## src/rtl/tsbo_pkg.sv

```systemverilog
package tsbo_pkg;

  // ***************************************************************
  // power-up request description (held by the system ROM table)
  // ***************************************************************
  localparam logic [3:0] TSBO_ROM_CLASS = 4'h9;
  localparam logic TSBO_PWR_ID_VALID = 1'h1;
  // identifier value is arbitrary
  localparam logic [4:0] TSBO_PWR_ID_DEFAULT = 5'h00;

  // ***************************************************************
  // widths and reset values
  // ***************************************************************
  localparam int TSBO_PC_W = 32;
  localparam int TSBO_DRAIN_W = 4;
  localparam logic [TSBO_DRAIN_W-1:0] TSBO_DRAIN_CYCLES = 4'h3;
  localparam logic [TSBO_DRAIN_W-1:0] TSBO_DRAIN_RESET = 4'h0;
  localparam logic [7:0] TSBO_CNT_RESET = 8'h00;

  // retired instruction as presented by the pipeline
  typedef struct packed {
    logic valid;
    logic [TSBO_PC_W-1:0] pc;
    logic is_csync;
    logic is_barrier;
    logic is_exception;
  } tsbo_retire_t;

  // one observed item handed to the trace stream
  typedef struct packed {
    logic valid;
    logic [TSBO_PC_W-1:0] pc;
    logic is_exception;
  } tsbo_obs_t;

  typedef enum logic [2:0] {
    TSBO_ST_RUN = 3'b000,
    TSBO_ST_DRAIN = 3'b001,
    TSBO_ST_WAIT_PAUSE = 3'b010,
    TSBO_ST_DONE = 3'b011,
    TSBO_ST_QUIET = 3'b100
  } tsbo_state_t;

endpackage : tsbo_pkg

```

## src/rtl/tsbo_observer.sv

```systemverilog
// How it works
// - register reads wait for context sync
// - register reads wait for barrier completion
// - observe every instruction outside prohibited regions
// - drain earlier execution before context sync
// - observe exceptions outside prohibited regions
// - barrier raises a trace sync event
// - prohibited barrier waits for pause or idle
// - event finishes once prior tracing drained
// - enabled inside prohibited region stays silent
// - after prohibited barrier, silent until exit
`timescale 1ns/1ps
`default_nettype none
module tsbo_observer
  import tsbo_pkg::*;
(
  input wire logic I_CLK,                     // core clock, 40 MHz
  input wire logic I_RSTN,                    // async reset, active low
  input wire tsbo_retire_t I_RETIRE,          // retiring instruction
  input wire logic I_PROHIBITED,              // pipeline in prohibited region
  input wire logic I_TRACE_EN,                // trace unit enabled
  input wire logic I_RES_PAUSED,              // trace resources paused
  input wire logic I_UNIT_IDLE,               // unit idle or stable
  input wire logic I_SYSREG_RD_REQ,           // indirect system register read
  output tsbo_obs_t O_OBS,                    // observed item
  output logic O_SYNC_EVENT,                  // trace sync event pulse
  output logic O_BARRIER_DONE,                // barrier may retire
  output logic O_SYSREG_RD_GRANT,             // read may sample now
  output logic [3:0] O_ROM_CLASS,             // requester table class
  output logic O_PWR_ID_VALID,                // power_domain_id_valid
  output logic [4:0] O_PWR_ID                 // power_domain_identifier
);

  // ***************************************************************
  // state
  // ***************************************************************
  tsbo_state_t state;
  tsbo_state_t next_state;
  logic quiet;
  logic drained;
  logic csync_pending;
  logic barrier_open;
  logic barrier_taken;
  logic barrier_in_region;
  logic observe;

  // ***************************************************************
  // retire decoding
  // ***************************************************************
  function automatic logic takes_barrier(input tsbo_retire_t r);
    return r.valid && r.is_barrier;
  endfunction : takes_barrier

  function automatic logic takes_csync(input tsbo_retire_t r);
    return r.valid && r.is_csync;
  endfunction : takes_csync

  // a barrier is only taken while no other one is in service
  assign barrier_open = (state == TSBO_ST_RUN) || (state == TSBO_ST_QUIET);
  assign barrier_taken = barrier_open && takes_barrier(I_RETIRE);

  // every retired item outside prohibited regions, barriers included;
  // quiet only ever silences inside the region, so the first cycle after
  // leaving it is traced at once
  assign observe = I_RETIRE.valid && !I_PROHIBITED && I_TRACE_EN
                   && !(quiet && I_PROHIBITED);

  tsbo_drain u_drain (
    .i_clk(I_CLK),
    .i_rstn(I_RSTN),
    .i_obs(observe),
    .o_empty(drained)
  );

  // ***************************************************************
  // barrier sequencing
  // ***************************************************************
  always_comb begin
    next_state = state;
    case (state)
      TSBO_ST_RUN, TSBO_ST_QUIET: begin
        if (takes_barrier(I_RETIRE)) begin
          next_state = TSBO_ST_DRAIN;
        end else if (state == TSBO_ST_QUIET && !I_PROHIBITED) begin
          next_state = TSBO_ST_RUN;
        end
      end
      TSBO_ST_DRAIN: begin
        if (drained) begin
          next_state = barrier_in_region ? TSBO_ST_WAIT_PAUSE : TSBO_ST_DONE;
        end
      end
      TSBO_ST_WAIT_PAUSE: begin
        if (I_RES_PAUSED || I_UNIT_IDLE) begin
          next_state = TSBO_ST_DONE;
        end
      end
      TSBO_ST_DONE: begin
        next_state = I_PROHIBITED ? TSBO_ST_QUIET : TSBO_ST_RUN;
      end
      default: begin
        next_state = TSBO_ST_RUN;
      end
    endcase
  end

  always_ff @(posedge I_CLK or negedge I_RSTN) begin
    if (!I_RSTN) begin
      state <= TSBO_ST_RUN;
    end else begin
      state <= next_state;
    end
  end

  // the region is taken from where the barrier executed, not from where
  // the pipeline happens to stand once the drain ends
  always_ff @(posedge I_CLK or negedge I_RSTN) begin
    if (!I_RSTN) begin
      barrier_in_region <= 1'b0;
    end else if (barrier_taken) begin
      barrier_in_region <= I_PROHIBITED;
    end
  end

  // ***************************************************************
  // silence while inside a prohibited region
  // ***************************************************************
  // set while trace is disabled inside the region or after a finished barrier there;
  // leaving the region wins over both
  always_ff @(posedge I_CLK or negedge I_RSTN) begin
    if (!I_RSTN) begin
      quiet <= 1'b0;
    end else if (!I_PROHIBITED) begin
      quiet <= 1'b0;
    end else if (!I_TRACE_EN) begin
      quiet <= 1'b1;
    end else if (state == TSBO_ST_DONE) begin
      quiet <= 1'b1;
    end
  end

  // ***************************************************************
  // context sync drain and indirect register reads
  // ***************************************************************
  // the set wins: a new context sync in the drain cycle stays pending
  always_ff @(posedge I_CLK or negedge I_RSTN) begin
    if (!I_RSTN) begin
      csync_pending <= 1'b0;
    end else if (takes_csync(I_RETIRE)) begin
      csync_pending <= 1'b1;
    end else if (drained) begin
      csync_pending <= 1'b0;
    end
  end

  // reads sample only once prior execution has drained and no barrier
  // is in service, trading read latency for ordering; a barrier or a
  // context sync retiring in this very cycle holds the read back too,
  // since the grant would otherwise show one cycle after it retired
  always_ff @(posedge I_CLK or negedge I_RSTN) begin
    if (!I_RSTN) begin
      O_SYSREG_RD_GRANT <= 1'b0;
    end else begin
      O_SYSREG_RD_GRANT <= I_SYSREG_RD_REQ && !csync_pending && drained
                           && barrier_open && !takes_barrier(I_RETIRE)
                           && !takes_csync(I_RETIRE);
    end
  end

  // ***************************************************************
  // outputs
  // ***************************************************************
  always_ff @(posedge I_CLK or negedge I_RSTN) begin
    if (!I_RSTN) begin
      O_OBS <= '0;
    end else begin
      O_OBS.valid <= observe;
      O_OBS.pc <= I_RETIRE.pc;
      O_OBS.is_exception <= I_RETIRE.is_exception;
    end
  end

  always_ff @(posedge I_CLK or negedge I_RSTN) begin
    if (!I_RSTN) begin
      O_SYNC_EVENT <= 1'b0;
    end else begin
      O_SYNC_EVENT <= barrier_taken;
    end
  end

  always_ff @(posedge I_CLK or negedge I_RSTN) begin
    if (!I_RSTN) begin
      O_BARRIER_DONE <= 1'b0;
    end else begin
      // done state lasts one cycle, so the pipeline sees a single pulse
      // and releases the stalled barrier exactly once
      O_BARRIER_DONE <= (next_state == TSBO_ST_DONE);
    end
  end

  // constant description of the power-up requester entry; kept in flops
  // so that every output of the block leaves a register
  always_ff @(posedge I_CLK or negedge I_RSTN) begin
    if (!I_RSTN) begin
      O_ROM_CLASS <= TSBO_ROM_CLASS;
      O_PWR_ID_VALID <= TSBO_PWR_ID_VALID;
      O_PWR_ID <= TSBO_PWR_ID_DEFAULT;
    end else begin
      O_ROM_CLASS <= TSBO_ROM_CLASS;
      O_PWR_ID_VALID <= TSBO_PWR_ID_VALID;
      O_PWR_ID <= TSBO_PWR_ID_DEFAULT;
    end
  end

endmodule : tsbo_observer
`default_nettype wire

```

## src/rtl/tsbo_drain.sv

```systemverilog
`timescale 1ns/1ps
`default_nettype none
module tsbo_drain
  import tsbo_pkg::*;
(
  input wire logic i_clk,      // core clock
  input wire logic i_rstn,     // async reset, active low
  input wire logic i_obs,      // an item entered the trace path
  output logic o_empty         // no item still in flight
);

  // ***************************************************************
  // in-flight drain timer
  // ***************************************************************
  // each observed item needs a fixed number of cycles to leave the
  // trace path; a fresh item restarts the wait
  logic [TSBO_DRAIN_W-1:0] cnt;

  always_ff @(posedge i_clk or negedge i_rstn) begin
    if (!i_rstn) begin
      cnt <= TSBO_DRAIN_RESET;
    end else if (i_obs) begin
      cnt <= TSBO_DRAIN_CYCLES;
    end else if (cnt != TSBO_DRAIN_RESET) begin
      cnt <= cnt - 4'h1;
    end
  end

  assign o_empty = (cnt == TSBO_DRAIN_RESET) && !i_obs;

endmodule : tsbo_drain
`default_nettype wire

```

## config.mk

```make
export PLATFORM = sky130hd
export DESIGN_NAME = tsbo_observer
export DESIGN_NICKNAME = d
export VERILOG_FILES = /design/src/rtl/tsbo_pkg.sv /design/src/rtl/tsbo_observer.sv /design/src/rtl/tsbo_drain.sv
export SDC_FILE = /design/constraint.sdc
export NUM_CORES = 1
export LEC_CHECK = 0
export ABC_AREA = 1
export BUFFER_PORTS_ARGS = -buffer_cell sky130_fd_sc_hd__buf_4
export CORE_AREA = 2 2 81 52
export DETAILED_ROUTE_END_ITERATION = 8
export DIE_AREA = 0 0 83 54
export PLACE_DENSITY = 0.82
export SYNTH_ARGS = -nofsm -noshare
export SYNTH_HDL_FRONTEND = slang
export SYNTH_SLANG_ARGS = --single-unit
```

## constraint.sdc

```tcl
create_clock -name I_CLK -period 1.6 [get_ports I_CLK]
set_input_delay 0.32 -clock I_CLK [delete_from_list [all_inputs] [get_ports I_CLK]]
set_output_delay 0.32 -clock I_CLK [all_outputs]
set_load 0.005 [all_outputs]
```

==> results.py, run 1 <==
metrics = {
    "status": {
        "status": "finished clean",
    },
    "timing": {
        "setup-violations-final": 0,
        "worstMarginPinSlew_ps": 554.3,
        "period_needed_ps": 1277,
        "layout_setup_ws_ps": 322.7,
        "rsz0062_at_grt": "false",
        "maxSlewHeadroom_pct": 63.05,
        "report.final.hold_viol_count": 0,
        "final-max-slew-violation-count": 0,
        "fmax_mhz": 782.9,
        "post-route-period-util_pct": 79.83,
        "fin_tns_setup_ps": 0,
        "fin_skew_ps": 2.517,
    },
    "setup_path": {
        "worstPathRequired_ps": 1780,
        "crit_cells": 7,
        "rrSetupSlack_ps": 320,
        "critPathKind": "reg -> reg",
        "cp_max_fo": 5,
        "endpoint_kind": "flip-flop",
        "critical_path.top_delay_family": "simple AND/OR/NAND/NOR gates",
        "critPathBufInv": 1,
        "startpoint_type": "flip-flop",
        "cp.arrival_ps": 1460,
        "reg2reg_from": "u_drain.cnt[0]$_DFFE_PN0P_",
        "cp_cell_sequence": "inv_1, ha_1, nand2_1, nor2_2, nand2_1, nor2_1, a21oi_1",
        "reg2reg_depth": 7,
        "slowest_stage": "dfrtp_1",
        "critPathMaxStageDelay_ps": 360,
        "cp_common_cell": "nand2_1",
        "r2r-end": "u_drain.cnt[1]$_DFFE_PN0P_",
    },
    "floorplan": {
        "die_w_um": 83,
        "initial_core_util_pct": 39.02,
        "rows": 18,
        "dieArea_um2": 4482,
        "io_pins": 90,
        "core_area_um2": 3851,
        "fp.dieH_um": 54,
    },
    "detailed_routing": {
        "ant_nets": 0,
        "num_vias": 1006,
        "remaining_drc_errors": 0,
        "routed_wl_um": 3054,
        "avgRoutedWirePerCell_um": 12.52,
        "drt-initial-drc-count": 15,
        "dr.pass1.iters": 4,
        "drt-vias-per-instance": 4.123,
    },
    "placement": {
        "placedCellCount": 236,
        "io_buffers": 79,
        "dp_hpwl_um": 2374,
        "place_ws_ps": 324.1,
        "place.gp.congestion": 0.7533,
    },
    "logic_synthesis": {
        "synthFlopType": "dfrtp_1",
        "yosys-top-cells-area": "dfrtp_1 77%, buf_4 5.0%, nand2_1 2.7%, nand3_1 2.0%, nor2_1 2.0%",
        "syn_area_um2": 1503,
        "synth_top_area_cell": "dfrtp_1",
        "synthArstFlopShare_pct": 100.0,
        "synth_edf_count": 0,
        "synth_warnings": 0,
        "synth_seq_cells": 46,
        "yosysTopAreaCellShare_pct": 76.60,
        "synth_common_cells": "46 x dfrtp_1, 11 x nand2_1, 10 x buf_4, 8 x nor2_1, 7 x inv_1",
        "yosysMostFrequentCell": "dfrtp_1",
        "synth.yosys.seq_area_share_pct": 76.60,
        "syn_inst": 109,
        "postSynthAreaPerCell_um2": 13.79,
        "synth_cell_types": 20,
    },
    "hold_path": {
        "hp-class": "in -> async",
    },
    "global_routing": {
        "antenna_found_initial": 0,
        "grt_overflow_total": 0,
        "grt_max_degree": 47,
        "track_usage_pct": 14.50,
        "grt_pass1_wl_um": 4726,
        "first_global_vias": 946,
    },
    "cts": {
        "cts.repair.resized": 0,
        "numCtsBuffers": 5,
        "cts_sinks": 46,
        "cts_tree": "done",
        "htree_num_levels": 2,
        "root_buffer": "clkbuf_8",
        "clk_latency_ps": 290,
        "cts_buffer_depth": 2,
        "hold_buffers": 0,
        "clk_pin_slew_ps": 80,
        "cts_setup_buffers": 0,
    },
    "power": {
        "leakagePower_nw": 1.157,
        "p_per_area_nw_per_um2": 1224,
        "ir_drop_v": 0.0006051,
    },
    "final_layout": {
        "diodes": 0,
        "drive_gt1_share_pct": 48.97,
        "n_fill_cell": 329,
        "seqCellArea_um2": 1151,
        "layout.nets": 238,
        "areaGrowthSynthToFinish_pct": 46.38,
        "multi_input_area_um2": 269.0,
        "stdcell_count": 244,
    },
    "flow_run": {
        "cap_viol_max_count": 0,
    },
}
-- cells in the final DEF, fill, tap and decap left out --
master | netlist | routed
buf_4 | 10 | 79
nor3_2 | 1 | 1
nor3_4 | 1 | 1
xor2_1 | 1 | 1
nor2_1 | 8 | 8
a21oi_1 | 3 | 3
nand3_1 | 6 | 6
nand2_2 | 2 | 2
o21ai_1 | 1 | 1
nor3_1 | 1 | 1
conb_1 | 2 | 10
nor2_2 | 1 | 1
inv_2 | 3 | 3
nand3_2 | 1 | 1
ha_1 | 2 | 2
nand2_1 | 11 | 11
clkbuf_8 | 0 | 5
clkbuf_1 | 0 | 1
nand3b_1 | 1 | 1
inv_1 | 7 | 7
clkinv_2 | 0 | 1
xnor2_1 | 1 | 1
clkinv_4 | 0 | 1
dfrtp_1 | 46 | 46
-- worst reg2reg max path: stages (launching register included) --
cell and delay (ps):
dfrtp_1 360, inv_1 130, ha_1 160, nand2_1 60, nor2_2 150, nand2_1 150, nor2_1 120, a21oi_1 50
-- report_power, final --
part	switching (W)	internal, W	total (W)
registers	0.000112	0.00132	0.00143
clock network	0.000367	0.000308	0.000675
logic	0.000299	0.000287	0.000586
total	0.000778	0.00191	0.00269
-- how the worst max path moves through the flow --
stage                                           from                         end  slack, ps
after global placement    u_drain.cnt[0]$_DFFE_PN0P_    O_BARRIER_DONE$_DFF_PN0_        400
after floorplan           u_drain.cnt[0]$_DFFE_PN0P_    O_BARRIER_DONE$_DFF_PN0_        450
after CTS                 u_drain.cnt[0]$_DFFE_PN0P_  u_drain.cnt[1]$_DFFE_PN0P_        310
final                     u_drain.cnt[0]$_DFFE_PN0P_  u_drain.cnt[1]$_DFFE_PN0P_        320
after global routing      u_drain.cnt[0]$_DFFE_PN0P_  u_drain.cnt[0]$_DFFE_PN0P_        190
after detailed placement  u_drain.cnt[0]$_DFFE_PN0P_  u_drain.cnt[1]$_DFFE_PN0P_        320
-- area by class of cell --
cell class | count | share of cell area, %
clock inverters | 2 | 0.6257
clock buffers | 6 | 3.299
multi-input cells | 51 | 12.23
repair buffers | 79 | 26.96
well taps | 50 | 2.844
flip-flops and latches | 46 | 52.33
inverters | 10 | 1.706
-- per-layer routing --
metal / track usage (%) / vias to the layer above / wire length, um
li1: - / 482 / -
met1: 19.27 / 469 / 1414
met2: 22.18 / 50 / 1387
met3: 5.675 / 5 / 223
met4: 4.918 / 0 / 29
met5: 0 / - / 0
-- per-stage QoR --
step	hold WS [ps]	instance area, um^2	power [W]	utilization (%)
floorplan	24.41	1533	0.001789	-
global placement	351.7	2113	0.002017	54.87
detailed placement	353.5	2113	0.002051	54.87
CTS	32.15	2200	0.002732	57.12
global route	50.84	2200	0.002867	57.12
finish	12.93	2200	0.002693	57.12
-- registers in the layout, summed over array words and instances, names as in the netlist --
name,cells
O_BARRIER_DONE,1
O_OBS,34
barrier_in_region,1
csync_pending,1
state,3
O_SYNC_EVENT,1
u_drain.cnt,4
O_SYSREG_RD_GRANT,1
-- kinds of logic (layout without fill, tap and decap cells) --
group	after synthesis	after routing	share of synthesized area, %
compound gates	4	4	1.332
xor+xnor	2	2	1.166
flops	46	46	76.60
fa+ha+maj	2	2	1.665
other cells	2	10	0.4998
simple gates	33	33	11.24
buf+inv	20	97	7.494
(Power assumes the default switching activity.)
==> run 2, diff against run 1 <==
- CORE_AREA: 2 2 81 52 -> 2 2 85 54
- DIE_AREA: 0 0 83 54 -> 0 0 87 56
- PLACE_DENSITY: 0.82 -> 0.79
- clock period: 1.6 -> 1.1 ns (I/O delays scaled with it)
==> run 2 against run 1 <==
The run now ends with negative setup slack left. Fmax grew 10%. Cell count grew 2.0%. Clock skew grew 2.5 ps. Die area grew 8.7%. Critical path depth grew 1. Sequential power grew 46%. Largest power group unchanged.
==> results.py, run 2 (same netlist as run 1, synthesis figures left out) <==
metrics = {
    "setup_path": {
        "endpoint_kind": "flip-flop",
        "cp_cell_sequence": "inv_2, ha_4, nand2_4, nor2_4, inv_1, nand2_2, inv_2, a21oi_2",
        "cp_max_fo": 4,
        "cp_common_cell": "inv_2",
        "worstPathRequired_ps": 1320,
        "critPathMaxStageDelay_ps": 400,
        "startpoint_type": "flip-flop",
        "cp.arrival_ps": 1380,
        "reg2reg_depth": 8,
        "slowest_stage": "dfrtp_1",
        "critPathKind": "reg -> reg",
    },
    "final_layout": {
        "n_fill_cell": 345,
        "layout.nets": 243,
        "final_common_cell": "buf_4",
        "seqCellArea_um2": 1151,
        "final_util_pct": 57.76,
        "largest_reg_flops": 34,
        "fin_area_um2": 2328,
        "drive_gt1_share_pct": 55.78,
        "top_regs": "O_OBS x34, u_drain.cnt x4, state x3",
        "diodes": 0,
        "layout_common_cells": "82 x buf_4, 46 x dfrtp_1, 10 x conb_1",
        "multi_input_area_um2": 321.6,
        "top_register": "O_OBS",
        "areaGrowthSynthToFinish_pct": 54.95,
    },
    "detailed_routing": {
        "num_vias": 1045,
        "drt-vias-per-instance": 4.197,
        "ant_nets": 0,
        "routed_wl_um": 3006,
        "dr.pass1.iters": 4,
        "remaining_drc_errors": 0,
        "drt-initial-drc-count": 18,
        "avgRoutedWirePerCell_um": 12.07,
    },
    "cts": {
        "cts_buffer_depth": 2,
        "cts_tree": "done",
        "cts_sinks": 46,
        "htree_num_levels": 2,
        "clk_latency_ps": 290,
        "numCtsBuffers": 5,
        "clk_pin_slew_ps": 80,
        "root_buffer": "clkbuf_8",
    },
    "power": {
        "switchingPower_w": 0.001258,
        "pwr-share-clk_pct": 27.5,
        "intPower_w": 0.003170,
        "leakagePower_nw": 1.197,
        "ir_drop_v": 0.0007719,
        "switching_share_pct": 28.41,
        "p_per_area_nw_per_um2": 1902,
        "combinationalPowerShare_pct": 25.3,
        "p_seq_share_pct": 47.2,
    },
    "global_routing": {
        "track_usage_pct": 12.64,
        "first_global_vias": 1055,
        "antenna_found_initial": 0,
        "grt_max_degree": 47,
        "grt_pass1_wl_um": 4616,
        "grt_overflow_total": 0,
    },
    "floorplan": {
        "dieArea_um2": 4872,
        "rows": 18,
        "core_area_um2": 4031,
        "fp.dieH_um": 56,
        "io_pins": 90,
        "die_w_um": 87,
        "initial_core_util_pct": 37.27,
    },
    "timing": {
        "rsz0062_at_grt": "true",
        "setup-violations-final": 4,
        "final-max-slew-violation-count": 0,
        "layout_setup_ws_ps": -60.54,
        "period_needed_ps": 1161,
        "fin_skew_ps": 4.982,
        "fmax_mhz": 861.7,
        "report.final.hold_viol_count": 0,
        "post-route-period-util_pct": 105.5,
    },
    "placement": {
        "io_buffers": 79,
        "dp_hpwl_um": 2267,
        "place_ws_ps": -87.08,
        "place.gp.congestion": 0.7281,
        "place_area_um2": 2168,
    },
    "hold_path": {
        "hold_path_depth": 1,
        "hp-class": "in -> reg",
    },
    "status": {
        "violations": "negative setup slack",
        "status": "complete, but fails checks",
    },
    "flow_run": {
        "cap_viol_max_count": 0,
    },
}
## run 2: changes by cell type in the layout (fill, tap and decap cells not counted), moves of 2 or more
| cell | previous run | this run |
|---|---|---|
| buf_4 | 79 | 82 |
| inv_1 | 7 | 5 |
| inv_2 | 3 | 5 |
| nand2_1 | 11 | 7 |
| nand2_2 | 2 | 5 |
## run 2: final timing paths
check / start / endpoint / slack, ps
max in group asynchronous: I_RSTN / O_OBS[10]$_DFF_PN0_ / 470
min reg2reg: csync_pending$_DFFE_PN0P_ / csync_pending$_DFFE_PN0P_ / 480
max: u_drain.cnt[1]$_DFFE_PN0P_ / u_drain.cnt[1]$_DFFE_PN0P_ / -60
max reg2reg: u_drain.cnt[1]$_DFFE_PN0P_ / u_drain.cnt[1]$_DFFE_PN0P_ / -60
min in group asynchronous: I_RSTN / O_OBS[21]$_DFF_PN0_ / 420
min: I_RETIRE[10] / O_OBS[8]$_DFF_PN0_ / 30
## run 2: cell type report
class                           instances  share of cell area (%)
Sequential cell                        46                   49.44
Timing Repair Buffer                   84                   27.73
Multi-Input combinational cell         51                   13.81
Clock buffer                            6                   3.117
Tap cell                               50                   2.687
Clock inverter                          2                   1.612
Inverter                               10                   1.612
## run 2: per-layer routing
| metal | global-route usage, % | vias to the layer above | part of all wire (%) |
|---|---|---|---|
| met5 | 0 | - | 0 |
| met4 | 7.366 | 0 | 2.1 |
| met3 | 4.451 | 4 | 9.7 |
| met2 | 20.50 | 49 | 48 |
| met1 | 14.35 | 500 | 40 |
| li1 | - | 492 | - |
## run 2: repair_timing
action / in CTS / in global routing
cloned: 0 / 0
hold buffers: 1 / 0
pin swaps: 4 / 0
setup buffers: 0 / 1
resized for setup: 5 / 4
hold endpoints to repair: 46 / 0
endpoints found under the setup margin: 8 / 9
## run 2: power groups by stage
stage	clock (W)	combinational, W	sequential [W]
4_1_cts	0.00126	0.00107	0.00209
3_5_place_dp	0	0.000997	0.00212
5_1_grt	0.00131	0.00125	0.00212
6_report	0.00122	0.00112	0.00209
3_3_place_gp	0	0.000960	0.00212
2_1_floorplan	0	0.000564	0.00211
## run 2: metrics by stage
step	cells	hold slack [ps]	setup TNS (ps)	total power, W
finish	249	29.71	-186.3	0.004428
detailed placement	239	201.3	-323.7	0.003119
global route	249	12.24	-637.3	0.004680
floorplan	117	-75.59	-13.37	0.002671
global placement	239	199.0	-112.2	0.003076
CTS	248	18.73	-159.7	0.004415
## run 2: critical path, delay by kind of cell (launching register included)
kind	cells	cell delay [ps]
AO/OA/AOI/OAI	1	110
flip-flops	1	400
adder cells (fa/ha/maj)	1	130
buffers and inverters	3	200
AND/OR/NAND/NOR	3	270
==> run 3, diff against run 2 <==
- REMOVE_ABC_BUFFERS: not set -> 1
- clock period: 1.1 -> 1.05 ns (I/O delays scaled with it)
==> run 3 against run 2 <==
The run still ends with negative setup slack left. Routed wire length grew 7.3%. Critical path depth is 1 lower. First-iteration DRC count is 28% higher. Final area up 1.1%.
==> results.py, run 3 (same netlist as run 1, synthesis figures left out) <==
metrics = {
    "status": {
        "status": "complete, but fails checks",
        "violations": "negative setup slack",
    },
    "setup_path": {
        "reg2reg_from": "u_drain.cnt[1]$_DFFE_PN0P_",
        "critPathKind": "reg -> reg",
        "rrSetupSlack_ps": -120,
        "r2r-end": "u_drain.cnt[1]$_DFFE_PN0P_",
        "reg2reg_depth": 7,
        "startpoint_type": "flip-flop",
        "worstPathRequired_ps": 1230,
        "cp_max_fo": 4,
        "endpoint_kind": "flip-flop",
        "cp.arrival_ps": 1350,
    },
    "power": {
        "leakagePower_nw": 1.207,
        "pwr-share-clk_pct": 27.3,
        "p_per_area_nw_per_um2": 1963,
        "p_seq_share_pct": 47.6,
        "power.total_w": 0.004619,
        "switching_share_pct": 28.12,
        "switchingPower_w": 0.001299,
        "intPower_w": 0.003320,
        "combinationalPowerShare_pct": 25.1,
        "ir_drop_v": 0.0007056,
    },
    "timing": {
        "period_needed_ps": 1170,
        "rsz0062_at_grt": "true",
        "fin_skew_ps": 7.670,
        "final-max-slew-violation-count": 0,
        "fmax_mhz": 854.5,
        "layout_setup_ws_ps": -120.3,
        "post-route-period-util_pct": 111.5,
        "setup-violations-final": 8,
        "report.final.hold_viol_count": 0,
    },
    "floorplan": {
        "dieArea_um2": 4872,
        "core_area_um2": 4031,
        "rows": 18,
        "fp.dieH_um": 56,
        "initial_core_util_pct": 37.27,
        "io_pins": 90,
        "die_w_um": 87,
    },
    "placement": {
        "dp_hpwl_um": 2325,
        "placedCellCount": 240,
        "place.gp.congestion": 0.7646,
        "io_buffers": 79,
    },
    "global_routing": {
        "first_global_vias": 923,
        "grt_pass1_wl_um": 4554,
        "grt_overflow_total": 0,
        "antenna_found_initial": 0,
        "grt_max_degree": 47,
        "track_usage_pct": 12.49,
    },
    "final_layout": {
        "layout_common_cells": "80 x buf_4, 46 x dfrtp_1, 10 x conb_1",
        "largest_reg_flops": 34,
        "n_fill_cell": 336,
        "layout.nets": 245,
        "diodes": 0,
        "final_common_cell": "buf_4",
        "areaGrowthSynthToFinish_pct": 56.62,
        "stdcell_count": 251,
        "drive_gt1_share_pct": 55.22,
        "top_regs": "O_OBS x34, u_drain.cnt x4, state x3",
        "top_register": "O_OBS",
    },
    "hold_path": {
        "hp-class": "in -> reg",
        "min-delay-start": "I_RETIRE[0]",
        "hold_path_depth": 1,
        "hold_end": "O_OBS[0]$_DFF_PN0_",
    },
    "detailed_routing": {
        "dr.pass1.iters": 4,
        "drt-vias-per-instance": 4.064,
        "ant_nets": 0,
        "remaining_drc_errors": 0,
        "routed_wl_um": 3224,
        "drt-initial-drc-count": 23,
        "avgRoutedWirePerCell_um": 12.84,
        "num_vias": 1020,
    },
    "cts": {
        "htree_num_levels": 2,
        "cts_buffer_depth": 2,
        "clk_latency_ps": 290,
        "cts_tree": "done",
        "clk_pin_slew_ps": 90,
        "cts_sinks": 46,
        "root_buffer": "clkbuf_8",
        "numCtsBuffers": 5,
    },
    "flow_run": {
        "cap_viol_max_count": 0,
    },
}
-- run 3: changes by cell type in the layout (fill, tap and decap cells not counted), moves of 2 or more --
cell           change
buf_6              +2
buf_4              -2
nand2_1            -2
nand2_2            +2
dlygate4sd3_1      +2
-- run 3: power by group through the flow --
stage,Clock [W],Sequential (W),Combinational (W)
floorplan,0,0.00220,0.000503
global placement,0,0.00220,0.000954
CTS,0.00131,0.00219,0.00106
finish,0.00126,0.00220,0.00116
detailed placement,0,0.00221,0.000972
global route,0.00138,0.00222,0.00131
-- run 3: cell type report --
class	count	area [um^2]	area share, %
Tap cell	50	62.56	2.658
Multi-Input combinational cell	51	319.1	13.56
Inverter	10	37.54	1.595
Clock buffer	6	72.57	3.083
Timing Repair Buffer	86	673.1	28.60
Clock inverter	2	37.54	1.595
Sequential cell	46	1151	48.91
-- run 3: per-layer routing --
layer  track usage [%]  up-vias  share of wire (%)
met2             18.76       55                 45
met3             6.083        2                 10
met4             3.348        0               0.43
li1                  -      495                  -
met1             16.06      468                 44
met5                 0        -                  0
-- run 3: timing repair --
action / 4_1_cts / 5_1_grt
hold buffers: 1 / 2
setup buffers: 0 / 0
gates resized for setup: 8 / 9
pin swaps: 2 / 4
setup endpoints to repair: 9 / 11
endpoints found under the hold margin: 46 / 2
-- run 3: through the flow --
step / worst slack, ps / utilization, % / area, um^2 / hold slack (ps) / TNS (ps)
6_report: -120.3 / 58.38 / 2354 / 22.63 / -515.4
4_1_cts: -140.3 / 57.14 / 2303 / 13.08 / -766.0
5_1_grt: -194.2 / 58.38 / 2354 / 1.561 / -1224
3_5_place_dp: -163.5 / 53.48 / 2156 / 192.3 / -959.4
3_3_place_gp: -96.55 / 53.48 / 2156 / 191.8 / -472.4
2_1_floorplan: -99.88 / - / 1458 / -85.59 / -397.0
-- run 3: how the worst max path moves through the flow --
stage	startpoint	end	slack [ps]	depth (start not counted)
after detailed placement	u_drain.cnt[1]$_DFFE_PN0P_	O_BARRIER_DONE$_DFF_PN0_	-160	9
after global routing	u_drain.cnt[1]$_DFFE_PN0P_	u_drain.cnt[1]$_DFFE_PN0P_	-190	8
after global placement	u_drain.cnt[1]$_DFFE_PN0P_	O_BARRIER_DONE$_DFF_PN0_	-100	9
final	u_drain.cnt[1]$_DFFE_PN0P_	u_drain.cnt[1]$_DFFE_PN0P_	-120	7
after CTS	u_drain.cnt[1]$_DFFE_PN0P_	O_BARRIER_DONE$_DFF_PN0_	-140	9
after floorplan	u_drain.cnt[0]$_DFFE_PN0P_	O_BARRIER_DONE$_DFF_PN0_	-100	9
-- run 3: worst max-delay path, stage by stage, from the launching register on --
cell     delay, ps
dfrtp_1        390
inv_2           80
ha_4           130
nand2_4         50
nor2_4         130
nand2_2         90
nor2_1         150
a21oi_2         40
